File: config.mk
export PLATFORM = sky130hd
export DESIGN_NAME = bgd_scan_driver
export DESIGN_NICKNAME = d
export VERILOG_FILES = /design/src/verilog/unused_never.sv /design/src/inc/bgd_pkg.sv /design/src/verilog/bgd_scan_driver.sv
export SDC_FILE = /design/constraint.sdc
export NUM_CORES = 1
export LEC_CHECK = 0
export ABC_AREA = 1
export BUFFER_PORTS_ARGS = -buffer_cell sky130_fd_sc_hd__buf_2
export CAP_MARGIN = 30
export CORE_MARGIN = 2
export CORE_UTILIZATION = 45
export CTS_CLUSTER_SIZE = 40
export DETAILED_ROUTE_END_ITERATION = 7
export PLACE_DENSITY = 0.61
export RECOVER_POWER = 50
export SETUP_SLACK_MARGIN = 0.4
export SYNTH_ARGS = -nofsm -noshare
export SYNTH_HDL_FRONTEND = slang
export SYNTH_SLANG_ARGS = --single-unit
File: constraint.sdc
create_clock -name mclk_in -period 3.6 [get_ports mclk_in]
set_input_delay 0.36 -clock mclk_in [delete_from_list [all_inputs] [get_ports mclk_in]]
set_output_delay 0.36 -clock mclk_in [all_outputs]
set_load 0.02 [all_outputs]
File: src/verilog/unused_never.sv
// holds no logic: the whole block lives in the scan driver file

File: src/inc/bgd_pkg.sv
// constants shared by the bargraph scan driver
package bgd_pkg;
  // clock and step timing
  localparam int CLK_PERIOD_NS = 10;
  localparam int STEP_FREQ_KHZ = 400;
  localparam int STEP_PERIOD_NS = 1000000 / STEP_FREQ_KHZ;
  // least time per ramp step, rounded up to whole cycles
  localparam int STEP_CYC = (STEP_PERIOD_NS + CLK_PERIOD_NS - 1) / CLK_PERIOD_NS;
  localparam int DISP_TIME_US = 500;
  localparam int DISP_CYC = (DISP_TIME_US * 1000) / CLK_PERIOD_NS;
  // scan geometry
  localparam int CNT_W = 8;
  localparam int LINES = 8;
  localparam int LOAD_PULSES = 8;
  localparam logic [2:0] LAST_PULSE = 3'h7;
  localparam logic [CNT_W-1:0] INC_SIMPLE = 8'h01;
  localparam logic [CNT_W-1:0] INC_GROUPED = 8'h04;
  localparam logic [2:0] GROUP_OFFSET = 3'h1;
  // reset values
  localparam logic [CNT_W-1:0] CNT_RST = 8'h00;
  localparam logic [7:0] SHIFT_RST = 8'h00;
  localparam logic [7:0] DRIVE_OFF = 8'h00;
  typedef enum logic {
    PH_LOAD = 1'b0,
    PH_DISP = 1'b1
  } bgd_phase_e;
endpackage : bgd_pkg

File: src/verilog/bgd_scan_driver.sv
// 64-led bargraph scan driver with simple and load/display modes
`timescale 1ns/10ps
// Operation
// the ramp counter runs continuously, one step per step pulse, moving dac code and scan together; in grouped mode the code holds it through the display phase.
// in simple mode the six upper counter bits decode into two one-hot groups of eight drive lines.
// the scanned led is driven while the comparator says ramp below input, else inhibited.
// in grouped mode comparator results shift serially into an eight-bit register that drives a group.
// each load phase passes exactly eight step pulses to the counter, shifting one result each.
// after the eighth pulse the counter retriggers the sequencer into the display phase.
// all led drives are blank during the load phase.
// during the longer display phase each led of the group follows its stored register bit.
// the group decode is offset by one so counter value 32 selects the first group.
// the register fills from one end so the earliest result lands on the lowest led.
// a full scan is eight load/display cycles, all-zero groups showing blank.
// at start the counter is cleared and the sequencer is in its load phase.
// step rate is about 400 kHz and the display phase about 500 us.
// after the eighth group the counter wraps so the next load restarts at the first group.
module bgd_scan_driver #(
  parameter int DISP_CYCLES = bgd_pkg::DISP_CYC
) (
  input wire logic mclk_in,
  input wire logic reset_in,
  input wire logic mode_grouped_in,
  input wire logic cmp_below_in,
  output logic [bgd_pkg::CNT_W-1:0] ramp_code_out,
  output logic [7:0] group_sel_out,
  output logic [7:0] led_drive_out,
  output logic display_phase_out
);

  ////////////////////////////////////////////////////////////////////////////
  // state
  logic [bgd_pkg::CNT_W-1:0] cnt_r;
  logic [bgd_pkg::CNT_W-1:0] cnt_nxt;
  logic [15:0] tick_r;
  logic [15:0] tick_nxt;
  logic [31:0] disp_r;
  logic [31:0] disp_nxt;
  logic [2:0] pulse_r;
  logic [2:0] pulse_nxt;
  logic [7:0] shift_r;
  logic [7:0] shift_nxt;
  logic grouped_r;
  bgd_pkg::bgd_phase_e phase_r;
  bgd_pkg::bgd_phase_e phase_nxt;
  logic [7:0] group_nxt;
  logic [7:0] drive_nxt;

  function automatic logic [7:0] bgd_onehot(input logic [2:0] idx);
    bgd_onehot = 8'h01 << idx;
  endfunction : bgd_onehot

  ////////////////////////////////////////////////////////////////////////////
  // decode
  localparam logic [15:0] STEP_LAST = 16'(bgd_pkg::STEP_CYC - 1);
  localparam logic [31:0] DISP_LAST = 32'(DISP_CYCLES - 1);

  wire mode_chg = grouped_r != mode_grouped_in;
  wire in_load = phase_r == bgd_pkg::PH_LOAD;
  wire in_disp = phase_r == bgd_pkg::PH_DISP;
  wire tick = tick_r == STEP_LAST;
  // the step clock is gated off during display, freezing the ramp
  wire adv = tick && (!grouped_r || in_load);
  wire load_done = grouped_r && in_load && tick && pulse_r == bgd_pkg::LAST_PULSE;
  wire disp_done = in_disp && disp_r == DISP_LAST;
  wire [bgd_pkg::CNT_W-1:0] cnt_inc = grouped_r ? bgd_pkg::INC_GROUPED : bgd_pkg::INC_SIMPLE;
  wire [2:0] grp_idx = cnt_r[7:5];
  wire [2:0] col_idx = cnt_r[4:2];
  // counter already sits one group ahead once display starts
  wire [2:0] shown_grp = grp_idx - bgd_pkg::GROUP_OFFSET;

  ////////////////////////////////////////////////////////////////////////////
  // next state
  always_comb begin
    cnt_nxt = cnt_r;
    tick_nxt = tick ? 16'h0000 : tick_r + 16'h0001;
    pulse_nxt = pulse_r;
    shift_nxt = shift_r;
    phase_nxt = phase_r;
    disp_nxt = 32'h00000000;
    if (adv) begin
      // natural overflow wraps the scan back to the first group
      cnt_nxt = cnt_r + cnt_inc;
    end
    if (grouped_r && in_load && tick) begin
      // earliest result drifts down to bit 0, the lowest led
      shift_nxt = {cmp_below_in, shift_r[7:1]};
      pulse_nxt = pulse_r + 3'h1;
    end
    if (load_done) begin
      phase_nxt = bgd_pkg::PH_DISP;
    end
    if (in_disp) begin
      tick_nxt = 16'h0000;
      disp_nxt = disp_r + 32'h00000001;
      if (disp_done) begin
        phase_nxt = bgd_pkg::PH_LOAD;
        disp_nxt = 32'h00000000;
      end
    end
    if (mode_chg) begin
      // switching schemes mid-scan would misalign groups, so restart
      cnt_nxt = bgd_pkg::CNT_RST;
      tick_nxt = 16'h0000;
      pulse_nxt = 3'h0;
      phase_nxt = bgd_pkg::PH_LOAD;
    end
  end

  // drive lines
  always_comb begin
    group_nxt = bgd_pkg::DRIVE_OFF;
    drive_nxt = bgd_pkg::DRIVE_OFF;
    if (!grouped_r) begin
      group_nxt = bgd_onehot(grp_idx);
      drive_nxt = cmp_below_in ? bgd_onehot(col_idx) : bgd_pkg::DRIVE_OFF;
    end else if (in_disp) begin
      group_nxt = bgd_onehot(shown_grp);
      drive_nxt = shift_r;
    end
    // grouped load phase leaves both at zero
  end

  ////////////////////////////////////////////////////////////////////////////
  // registers
  always_ff @(posedge mclk_in) begin
    if (reset_in) begin
      cnt_r <= bgd_pkg::CNT_RST;
      tick_r <= 16'h0000;
      disp_r <= 32'h00000000;
      pulse_r <= 3'h0;
      shift_r <= bgd_pkg::SHIFT_RST;
      phase_r <= bgd_pkg::PH_LOAD;
      grouped_r <= 1'b0;
    end else begin
      cnt_r <= cnt_nxt;
      tick_r <= tick_nxt;
      disp_r <= disp_nxt;
      pulse_r <= pulse_nxt;
      shift_r <= shift_nxt;
      phase_r <= phase_nxt;
      grouped_r <= mode_grouped_in;
    end
  end

  always_ff @(posedge mclk_in) begin
    if (reset_in) begin
      ramp_code_out <= bgd_pkg::CNT_RST;
      group_sel_out <= bgd_pkg::DRIVE_OFF;
      led_drive_out <= bgd_pkg::DRIVE_OFF;
      display_phase_out <= 1'b0;
    end else begin
      ramp_code_out <= cnt_nxt;
      group_sel_out <= group_nxt;
      led_drive_out <= drive_nxt;
      display_phase_out <= phase_nxt == bgd_pkg::PH_DISP;
    end
  end

  // helper for the step-rate check: clocks since the last step while the step clock runs
  logic [15:0] gap_r;
  always_ff @(posedge mclk_in) begin
    if (reset_in || tick || mode_chg || in_disp) begin
      gap_r <= 16'h0000;
    end else begin
      gap_r <= gap_r + 16'h0001;
    end
  end
endmodule : bgd_scan_driver

Word level (Yosys, flattened, before mapping)
Index checks and enable logic that the tools add are counted.

storage, ports and cells
  memories kept = 0
  flip-flop bits (word level) = 85
  RAM bits = 0
  logic and storage cells = 41
  bits of input ports = 4
  latch bits = 0
  ROM bits = 0

cells by class
  bitwise operators = 1
  div/mod/pow operators = 0
  reduce and logical (&&, ||, !) cells = 10
  $add $sub $neg = 5
  eq/ne operators = 4
  multipliers = 0
  shift-type cells = 3
  magnitude comparators = 0
  mux-type cells = 9

operator list
  cell                   number
  $mux 8                 5
  $add 32x1->32 const B  1
  $eq 32x16->1 const B   1
  $shl 1x3->8 const A    3
  $add 16x1->16 const B  1
  $eq 16x8->1 const B    1
  $add 8x3->8            1
  $logic_and 1x1->1      5
  $reduce_or 4->1        1
  $add 3x1->3 const B    1
  $eq 3x3->1 const B     1
  $mux 1                 3
  $mux 3                 1
  $reduce_or 3->1        1
  $sub 3x1->3 const B    1
  $reduce_or 2->1        1
  $logic_not 1->1        1
  $logic_or 1x1->1       1
  $ne 1x1->1             1
  $not 1->1              1

Depth between registers and ports, before layout
Gate-level depths: netlist (run 1).

  word-level depth = 7
  gate-level depth with buffers = 11
  mapped depth without buffers = 10

Worst setup path before layout (run 1)
No wires, ideal clock.

  path kind = register to register
  from = reg grouped_r
  to = reg ramp_code_out[2] (netlist name)
  buffers on the path = 1
  data arrival time = 1.434 ns
  period minus slack after synthesis = 1.547 ns
  slack = 2.053 ns
  stages on the path, launching flop included = 8
  cells stage by stage = dfxtp_1 inv_1 buf_2 ha_1 ha_1 or2_2 a21oi_1 nor2_1

between the ends
  cells in the longest elaborated chain, start to end = 3

RTL lines
  what                                                 line                    source
  start, declared                                      bgd_scan_driver.sv:43   logic grouped_r;
  start signal, assigned                               bgd_scan_driver.sv:142  grouped_r <= mode_grouped_in;
  branches (longest 3 deep; another with $add 8x3->8)  n/a
  end signal, assigned                                 bgd_scan_driver.sv:148  ramp_code_out <= bgd_pkg::CNT_RST;
  end signal, assigned                                 bgd_scan_driver.sv:153  ramp_code_out <= cnt_nxt;
  end, declared                                        bgd_scan_driver.sv:25   output logic [bgd_pkg::CNT_W-1:0] ramp_code_out,

Parallel ways; which one is timed is not known.
A chain may end at the register's enable or synchronous reset.

Worst setup path in the final report (run 1)
  from = reg tick_r[0]
  to = reg shift_r[3]

between the ends
  cells in the longest elaborated chain, start to end = 2

RTL lines
  what                    line                    source
  start, declared         bgd_scan_driver.sv:35   logic [15:0] tick_r;
  start signal, assigned  bgd_scan_driver.sv:137  tick_r <= tick_nxt;
  $eq 16x8->1             bgd_scan_driver.sv:61   wire tick = tick_r == STEP_LAST;
  $logic_and 1x1->1       bgd_scan_driver.sv:85   if (grouped_r && in_load && tick) begin
  end signal, assigned    bgd_scan_driver.sv:132  shift_r <= bgd_pkg::SHIFT_RST;
  end signal, assigned    bgd_scan_driver.sv:140  shift_r <= shift_nxt;
  end, declared           bgd_scan_driver.sv:41   logic [7:0] shift_r;

No other way between the ends.

==> results.json, run 1 <==
{
  "outcome": "finished clean",
  "die_width_um": 102.1,
  "vdd.ir_drop.worst_mv": 0.2672,
  "cts_resized": 0,
  "final.setup.tns_ps": 0,
  "cts.clk_slew.worst_paths_ps": 90,
  "antenna_violations_before_repair": 0,
  "wirelength_mm": 8.871,
  "ctsHoldBuffers": 0,
  "finalSetupViolCount": 0,
  "worstPathBufferInverterCount": 0,
  "mappedNetlistArea_um2": 4333,
  "gp_congestion": 0.8219,
  "cellLeakagePower_uw": 0.001855,
  "design.core.area_um2": 9284,
  "cts_made_buffers": 9,
  "floorplan.die_area_um2": 10430,
  "drt-wirelength-per-cell_um": 10.87,
  "numPlacedInstances": 800,
  "power_density_nw_per_um2": 364.3,
  "num_vias": 3865,
  "hp-class": "primary input to register",
  "path_common_cell": "nor2_1",
  "cts_tree": "built",
  "first_global_vias": 3593,
  "critical_path.endpoint_type": "register",
  "hold_violations": 0,
  "grt_start_max_net_pins": 33,
  "design.final.nets": 694,
  "syn_avg_cell_area_um2": 6.646,
  "dieHeight_um": 102.1,
  "crit_path_top_delay_cell": "nand3_1",
  "timing_worst_setup_path_type": "register to register",
  "drv.max_cap_violation_count": 0,
  "synth_sequential_area_ratio_pct": 39.27,
  "yosysUniqueCellTypes": 33,
  "cts_htree_levels": 3,
  "timing.critical_path.fanout_max": 19,
  "drc": 0,
  "num_rows": 35,
  "data_required_time_of_the_critical_path_ps": 3850,
  "synth.yosys.warnings": 0,
  "cts_sinks": 85,
  "worst_pin_slew_ps": 779.8,
  "dp.final_hpwl_mm": 6.568,
  "overflow": 0,
  "utilization_pct": 50.82,
  "max_clock_freq_ghz": 0.4926,
  "drive_gt1_share_pct": 5.240,
  "vias_per_std_cell": 4.737,
  "max-slew-margin-rel_pct": 48.01,
  "final.period_utilization_pct": 56.39,
  "drt_first_iter_violations": 169,
  "fin_worst_skew_ps": 8.890,
  "layout.filler_cells": 959,
  "final_cells": 816,
  "initial_core_util_pct": 46.67,
  "num_io_pins": 29,
  "arrival_time_worst_endpoint_ps": 2280,
  "timing.final.max_slew_violations": 0,
  "clkLatencyLatePin_ps": 360,
  "antenna-diode-count": 0,
  "synthesis.instances": 652,
  "cpPeakStageDelay_ps": 580,
  "global_route_wire_length_before_repair_mm": 15.41,
  "crit_chain": "ha_1 -> nand3_1 -> nor2_1 -> nand3_1 -> nor2_1 -> nor2_1",
  "area.growth.synth_to_final_pct": 8.894,
  "ctsRootBufferMaster": "clkbuf_8",
  "synth_fp_nets": 664,
  "number_of_post_cts_setup_repair_buffers": 0,
  "worst_path_dominant_cell_family": "simple AND/OR/NAND/NOR gates",
  "drtAntennaViolNets": 0,
  "finalWorstPathRequiredPeriod_ps": 2030,
  "ctsLongestPathBuffers": 2,
  "report.power.total_uw": 1719,
  "global_route_total_usage_across_every_layer_pct": 18.45,
  "drt_pass1_iterations": 4,
  "finalHoldWorstSlack_ps": 231.6,
  "rsz0062_at_grt": "false",
  "port_buffers": 28,
  "critPathLaunchType": "register",
  "ys_seq_elements": 85
}
## flip-flops by register name (all words and copies together) (netlist names)
signal / flops
pulse_r: 3
ramp_code_out: 8
tick_r: 16
disp_r: 32
group_sel_out: 8
led_drive_out: 8
display_phase_out: 1
shift_r: 8
grouped_r: 1
## final timing paths
path              slack, ps                 endpoint                 start  cells past startpoint
setup / recovery       1570  shift_r[3]$_SDFFE_PP0P_  tick_r[0]$_SDFF_PP0_                      6
hold / removal          230     grouped_r$_SDFF_PP0_       mode_grouped_in                      3
setup reg to reg       1570  shift_r[3]$_SDFFE_PP0P_  tick_r[0]$_SDFF_PP0_                      6
hold reg to reg         460     disp_r[0]$_SDFF_PP0_  disp_r[0]$_SDFF_PP0_                      1
## worst register-to-register path, stage by stage, from the launching register on
cell and delay, ps:
dfxtp_1 380, ha_1 190, nand3_1 110, nor2_1 320
nand3_1 580, nor2_1 270, nor2_1 70
## through the flow
step,worst slack [ps],area [um2]
3_5_place_dp,1884,4574
4_1_cts,1878,4791
6_report,1570,4718
2_1_floorplan,2053,4333
5_1_grt,1265,4718
3_3_place_gp,1935,4574
## cells by family after synthesis
group | synth area share [%]
AO/OA/AOI/OAI | 4.158
XOR/XNOR | 4.649
adder cells (fa/ha/maj) | 2.310
buffers and inverters | 9.211
flip-flops | 39.27
AND/OR/NAND/NOR | 40.40
## layout by cell type (no fill, tap or decap)
cell type and n:
nor2_8 1, buf_4 1, nor2_4 3, dfxtp_1 85
nor3b_1 1, bufinv_16 2, inv_1 84, nor2_1 125
nand4_1 14, a22oi_1 2, nand3_1 45, clkbuf_8 9
xnor2_1 6, o21ai_0 2, or2_2 1, clkinvlp_4 1
nor3_1 7, clkbuf_1 28, nand4_4 1, clkinvlp_2 1
nand4_2 1, clkinv_1 1, inv_2 2, ha_1 8
nand3b_1 1, xor2_1 17, nand2_1 194, a21oi_1 31
buf_2 2, nand2_2 2, clkinv_4 2, nor2_2 7
## per-layer routing
| metal | routed length, um | part of all wire [%] | global-route usage (%) | up-vias |
|---|---|---|---|---|
| li1 | - | - | - | 2070 |
| met1 | 4070 | 46 | 21.72 | 1736 |
| met2 | 4378 | 49 | 32.44 | 44 |
| met3 | 280 | 3.2 | 4.788 | 15 |
| met4 | 142 | 1.6 | 6.564 | 0 |
| met5 | 0 | 0 | 0 | - |
## power by group
group / switching, uW / total, uW / internal, uW
Clock: 346 / 740 / 394
Combinational: 25.2 / 33.3 / 8.18
Sequential: 2.60 / 945 / 943
Total: 374 / 1720 / 1340
## cell type report
class	count	area [um2]	share of cell area (%)
sequential	85	1702	36.06
multi-input combinational	469	2192	46.46
clock inverter	5	85.08	1.803
tap	129	161.4	3.421
timing repair buffer	29	115.1	2.440
inverter	88	331.6	7.027
clock buffer	11	131.4	2.784
## cells in the mapped netlist
library cell  instances  area share, %
a21oi_1              31            3.6
a22oi_1               2           0.35
buf_1                 1          0.087
buf_2                 3           0.35
buf_4                 3           0.52
buf_6                 2           0.52
clkbuf_1              1          0.087
clkinv_1              1          0.087
clkinv_2              1           0.12
dfxtp_1              85             39
ha_1                  8            2.3
inv_1                84            7.3
inv_2                 2           0.17
nand2_1             193             17
nand2_2               3           0.43
nand3_1              43            5.0
nand3_2               1           0.23
nand3_4               1           0.40
nand3b_1              1           0.17
nand4_1              14            2.0
nand4_2               1           0.29
nand4_4               1           0.49
nor2_1              123             11
nor2_2                7            1.0
nor2_4                5            1.3
nor2_8                1           0.46
nor3_1                6           0.69
nor3_2                1           0.23
nor3b_1               1           0.17
o21ai_0               2           0.23
or2_2                 1           0.14
xnor2_1               6            1.2
xor2_1               17            3.4
Power figures use the tool's default switching activity.
==> run 2, diff against run 1 <==
--- a/config.mk
+++ b/config.mk
@@ -12,7 +12,7 @@
 export CORE_UTILIZATION = 45
 export CTS_CLUSTER_SIZE = 40
 export DETAILED_ROUTE_END_ITERATION = 7
-export PLACE_DENSITY = 0.61
+export PLACE_DENSITY = 0.64
 export RECOVER_POWER = 50
 export SETUP_SLACK_MARGIN = 0.4
 export SYNTH_ARGS = -nofsm -noshare
==> constraint.sdc (replaced) <==
create_clock -name mclk_in -period 1.6 [get_ports mclk_in]
set_input_delay 0.16 -clock mclk_in [delete_from_list [all_inputs] [get_ports mclk_in]]
set_output_delay 0.16 -clock mclk_in [all_outputs]
set_load 0.02 [all_outputs]
==> results.json, run 2 (synthesized netlist as in run 1, its figures left out) <==
{
  "max_clock_freq_ghz": 0.6818,
  "vdd.ir_drop.worst_mv": 0.4365,
  "wirelength_mm": 11.56,
  "drtAntennaViolNets": 0,
  "power_density_nw_per_um2": 673.4,
  "fin_worst_skew_ps": 17.27,
  "gp_congestion": 0.8495,
  "drive_gt1_share_pct": 31.77,
  "largest_reg_flops": 32,
  "num_io_pins": 29,
  "top_register": "disp_r",
  "port_buffers": 28,
  "critPathLaunchType": "register",
  "arrival_time_worst_endpoint_ps": 1770,
  "global_route_wire_length_before_repair_mm": 17.87,
  "ff2ff_path_depth": 9,
  "critical_path.endpoint_type": "register",
  "switching_share_pct": 23.96,
  "area.growth.synth_to_final_pct": 38.26,
  "finalSetupViolCount": 0,
  "ctsHoldBuffers": 0,
  "final_area_um2": 5991,
  "dpl_cell_area_um2": 4791,
  "largest_registers": "disp_r x32, tick_r x16",
  "drt_first_iter_violations": 165,
  "layout.cells.most_common_list": "nand2_1 (168), nor2_1 (87), inv_1 (75), dfxtp_1 (63), buf_4 (38)",
  "rrSetupSlack_ps": 130,
  "cts_htree_levels": 3,
  "data_required_time_of_the_critical_path_ps": 1910,
  "die_width_um": 102.1,
  "floorplan.die_area_um2": 10430,
  "global_route_total_usage_across_every_layer_pct": 21.43,
  "dp.final_hpwl_mm": 6.875,
  "cts_sinks": 85,
  "finalHoldWorstSlack_ps": 27.15,
  "worst_pin_slew_ps": 659.1,
  "layout.cells.most_common": "nand2_1",
  "ctsLongestPathBuffers": 2,
  "crit_path_end": "ramp_code_out[4]$_SDFFE_PP0P_",
  "overflow": 0,
  "drv.max_cap_violation_count": 0,
  "pwr-share-comb_pct": 4.0,
  "final.setup.tns_ps": 0,
  "finalWorstPathRequiredPeriod_ps": 1467,
  "antenna-diode-count": 0,
  "vias_per_std_cell": 4.965,
  "timing.critical_path.fanout_max": 5,
  "drt-wirelength-per-cell_um": 13.21,
  "design.final.nets": 753,
  "timing_worst_setup_path_type": "register to register",
  "clockPowerShare_pct": 43.5,
  "cts_made_buffers": 9,
  "first_global_vias": 4246,
  "max-slew-margin-rel_pct": 56.06,
  "antenna_violations_before_repair": 0,
  "ctsRootBufferMaster": "clkbuf_8",
  "drt_pass1_iterations": 7,
  "design.core.area_um2": 9284,
  "dieHeight_um": 102.1,
  "seqPwrFrac_pct": 52.5,
  "worst_r2r_endpoint": "ramp_code_out[4]$_SDFFE_PP0P_",
  "internal-power_uw": 3067,
  "hp-class": "primary input to register",
  "hold_violations": 0,
  "r2r_start": "grouped_r$_SDFF_PP0_",
  "rsz0062_at_grt": "true",
  "drc": 0,
  "timing.final.max_slew_violations": 0,
  "critPathLaunch": "grouped_r$_SDFF_PP0_",
  "outcome": "finished clean",
  "power.switching_uw": 966.6,
  "grt_start_max_net_pins": 18,
  "initial_core_util_pct": 46.67,
  "final.period_utilization_pct": 91.67,
  "cts.clk_slew.worst_paths_ps": 100,
  "clkLatencyLatePin_ps": 370,
  "cellLeakagePower_uw": 0.002315,
  "cts_tree": "built",
  "num_vias": 4344,
  "num_rows": 35
}
run 2: cell types whose count changed in the layout (fill, tap and decap cells not counted), sizes merged:
cell,change
buf,+56
clkbuf,-4
nand3,+3
inv,+2
nand2,+1
nor2,+1
run 2: repair_timing:
item | in CTS | in global routing
gates cloned | 5 | 2
pin swaps | 41 | 37
endpoints found under the hold margin | 0 | 0
endpoints found under the setup margin | 88 | 85
buffers inserted | 30 | 14
gates resized for setup | 78 | 101
run 2: worst min path at each step:
stage | start | endpoint | slack (ps) | cells after the start
after floorplan | mode_grouped_in | grouped_r$_SDFF_PP0_ | 260 | 2
after global placement | mode_grouped_in | grouped_r$_SDFF_PP0_ | 400 | 3
after detailed placement | mode_grouped_in | grouped_r$_SDFF_PP0_ | 410 | 3
after CTS | mode_grouped_in | grouped_r$_SDFF_PP0_ | 4 | 3
after global routing | mode_grouped_in | grouped_r$_SDFF_PP0_ | 20 | 3
final | mode_grouped_in | grouped_r$_SDFF_PP0_ | 30 | 3
run 2: worst max-delay path, stage by stage, from the launching register on:
cell and delay (ps):
dfxtp_4 440, inv_8 50, ha_1 240, ha_4 190, nand2_4 70, nand2_4 60, nand2_2 80, xnor2_2 100
nand2_1 60, a21oi_1 110
run 2: per-stage QoR:
stage,instances,util [%],setup WS [ps],power (uW)
CTS,859,60.44,158.2,4037
finish,875,64.53,133.3,4034
detailed placement,808,51.60,111.9,2279
floorplan,652,-,240.4,2254
global route,875,64.53,50.70,4152
global placement,808,51.60,148.6,2277
run 2: area by class of cell:
| type | count | area [um2] |
|---|---|---|
| Fill cell | 827 | 3293 |
| Multi-Input combinational cell | 474 | 2877 |
| Sequential cell | 85 | 1757 |
| Timing Repair Buffer | 83 | 620.6 |
| Inverter | 88 | 349.1 |
| Tap cell | 129 | 161.4 |
| Clock buffer | 9 | 123.9 |
| Clock inverter | 7 | 102.6 |
run 2: power by group through the flow:
stage               Combinational (uW)  Sequential, uW  Clock [uW]
global placement                  98.1            2180           0
floorplan                         71.7            2180           0
detailed placement                99.3            2180           0
global route                       174            2120        1860
CTS                                137            2120        1780
finish                             163            2120        1750
run 2: routing by layer:
metal	share of wire, %	global-route usage (%)	routed length [um]	vias to the layer above
li1	-	-	-	2201
met1	42	23.93	4843	2026
met2	53	39.37	6106	96
met3	3.7	4.172	425	21
met4	1.6	9.436	183	0
met5	0	0	0	-
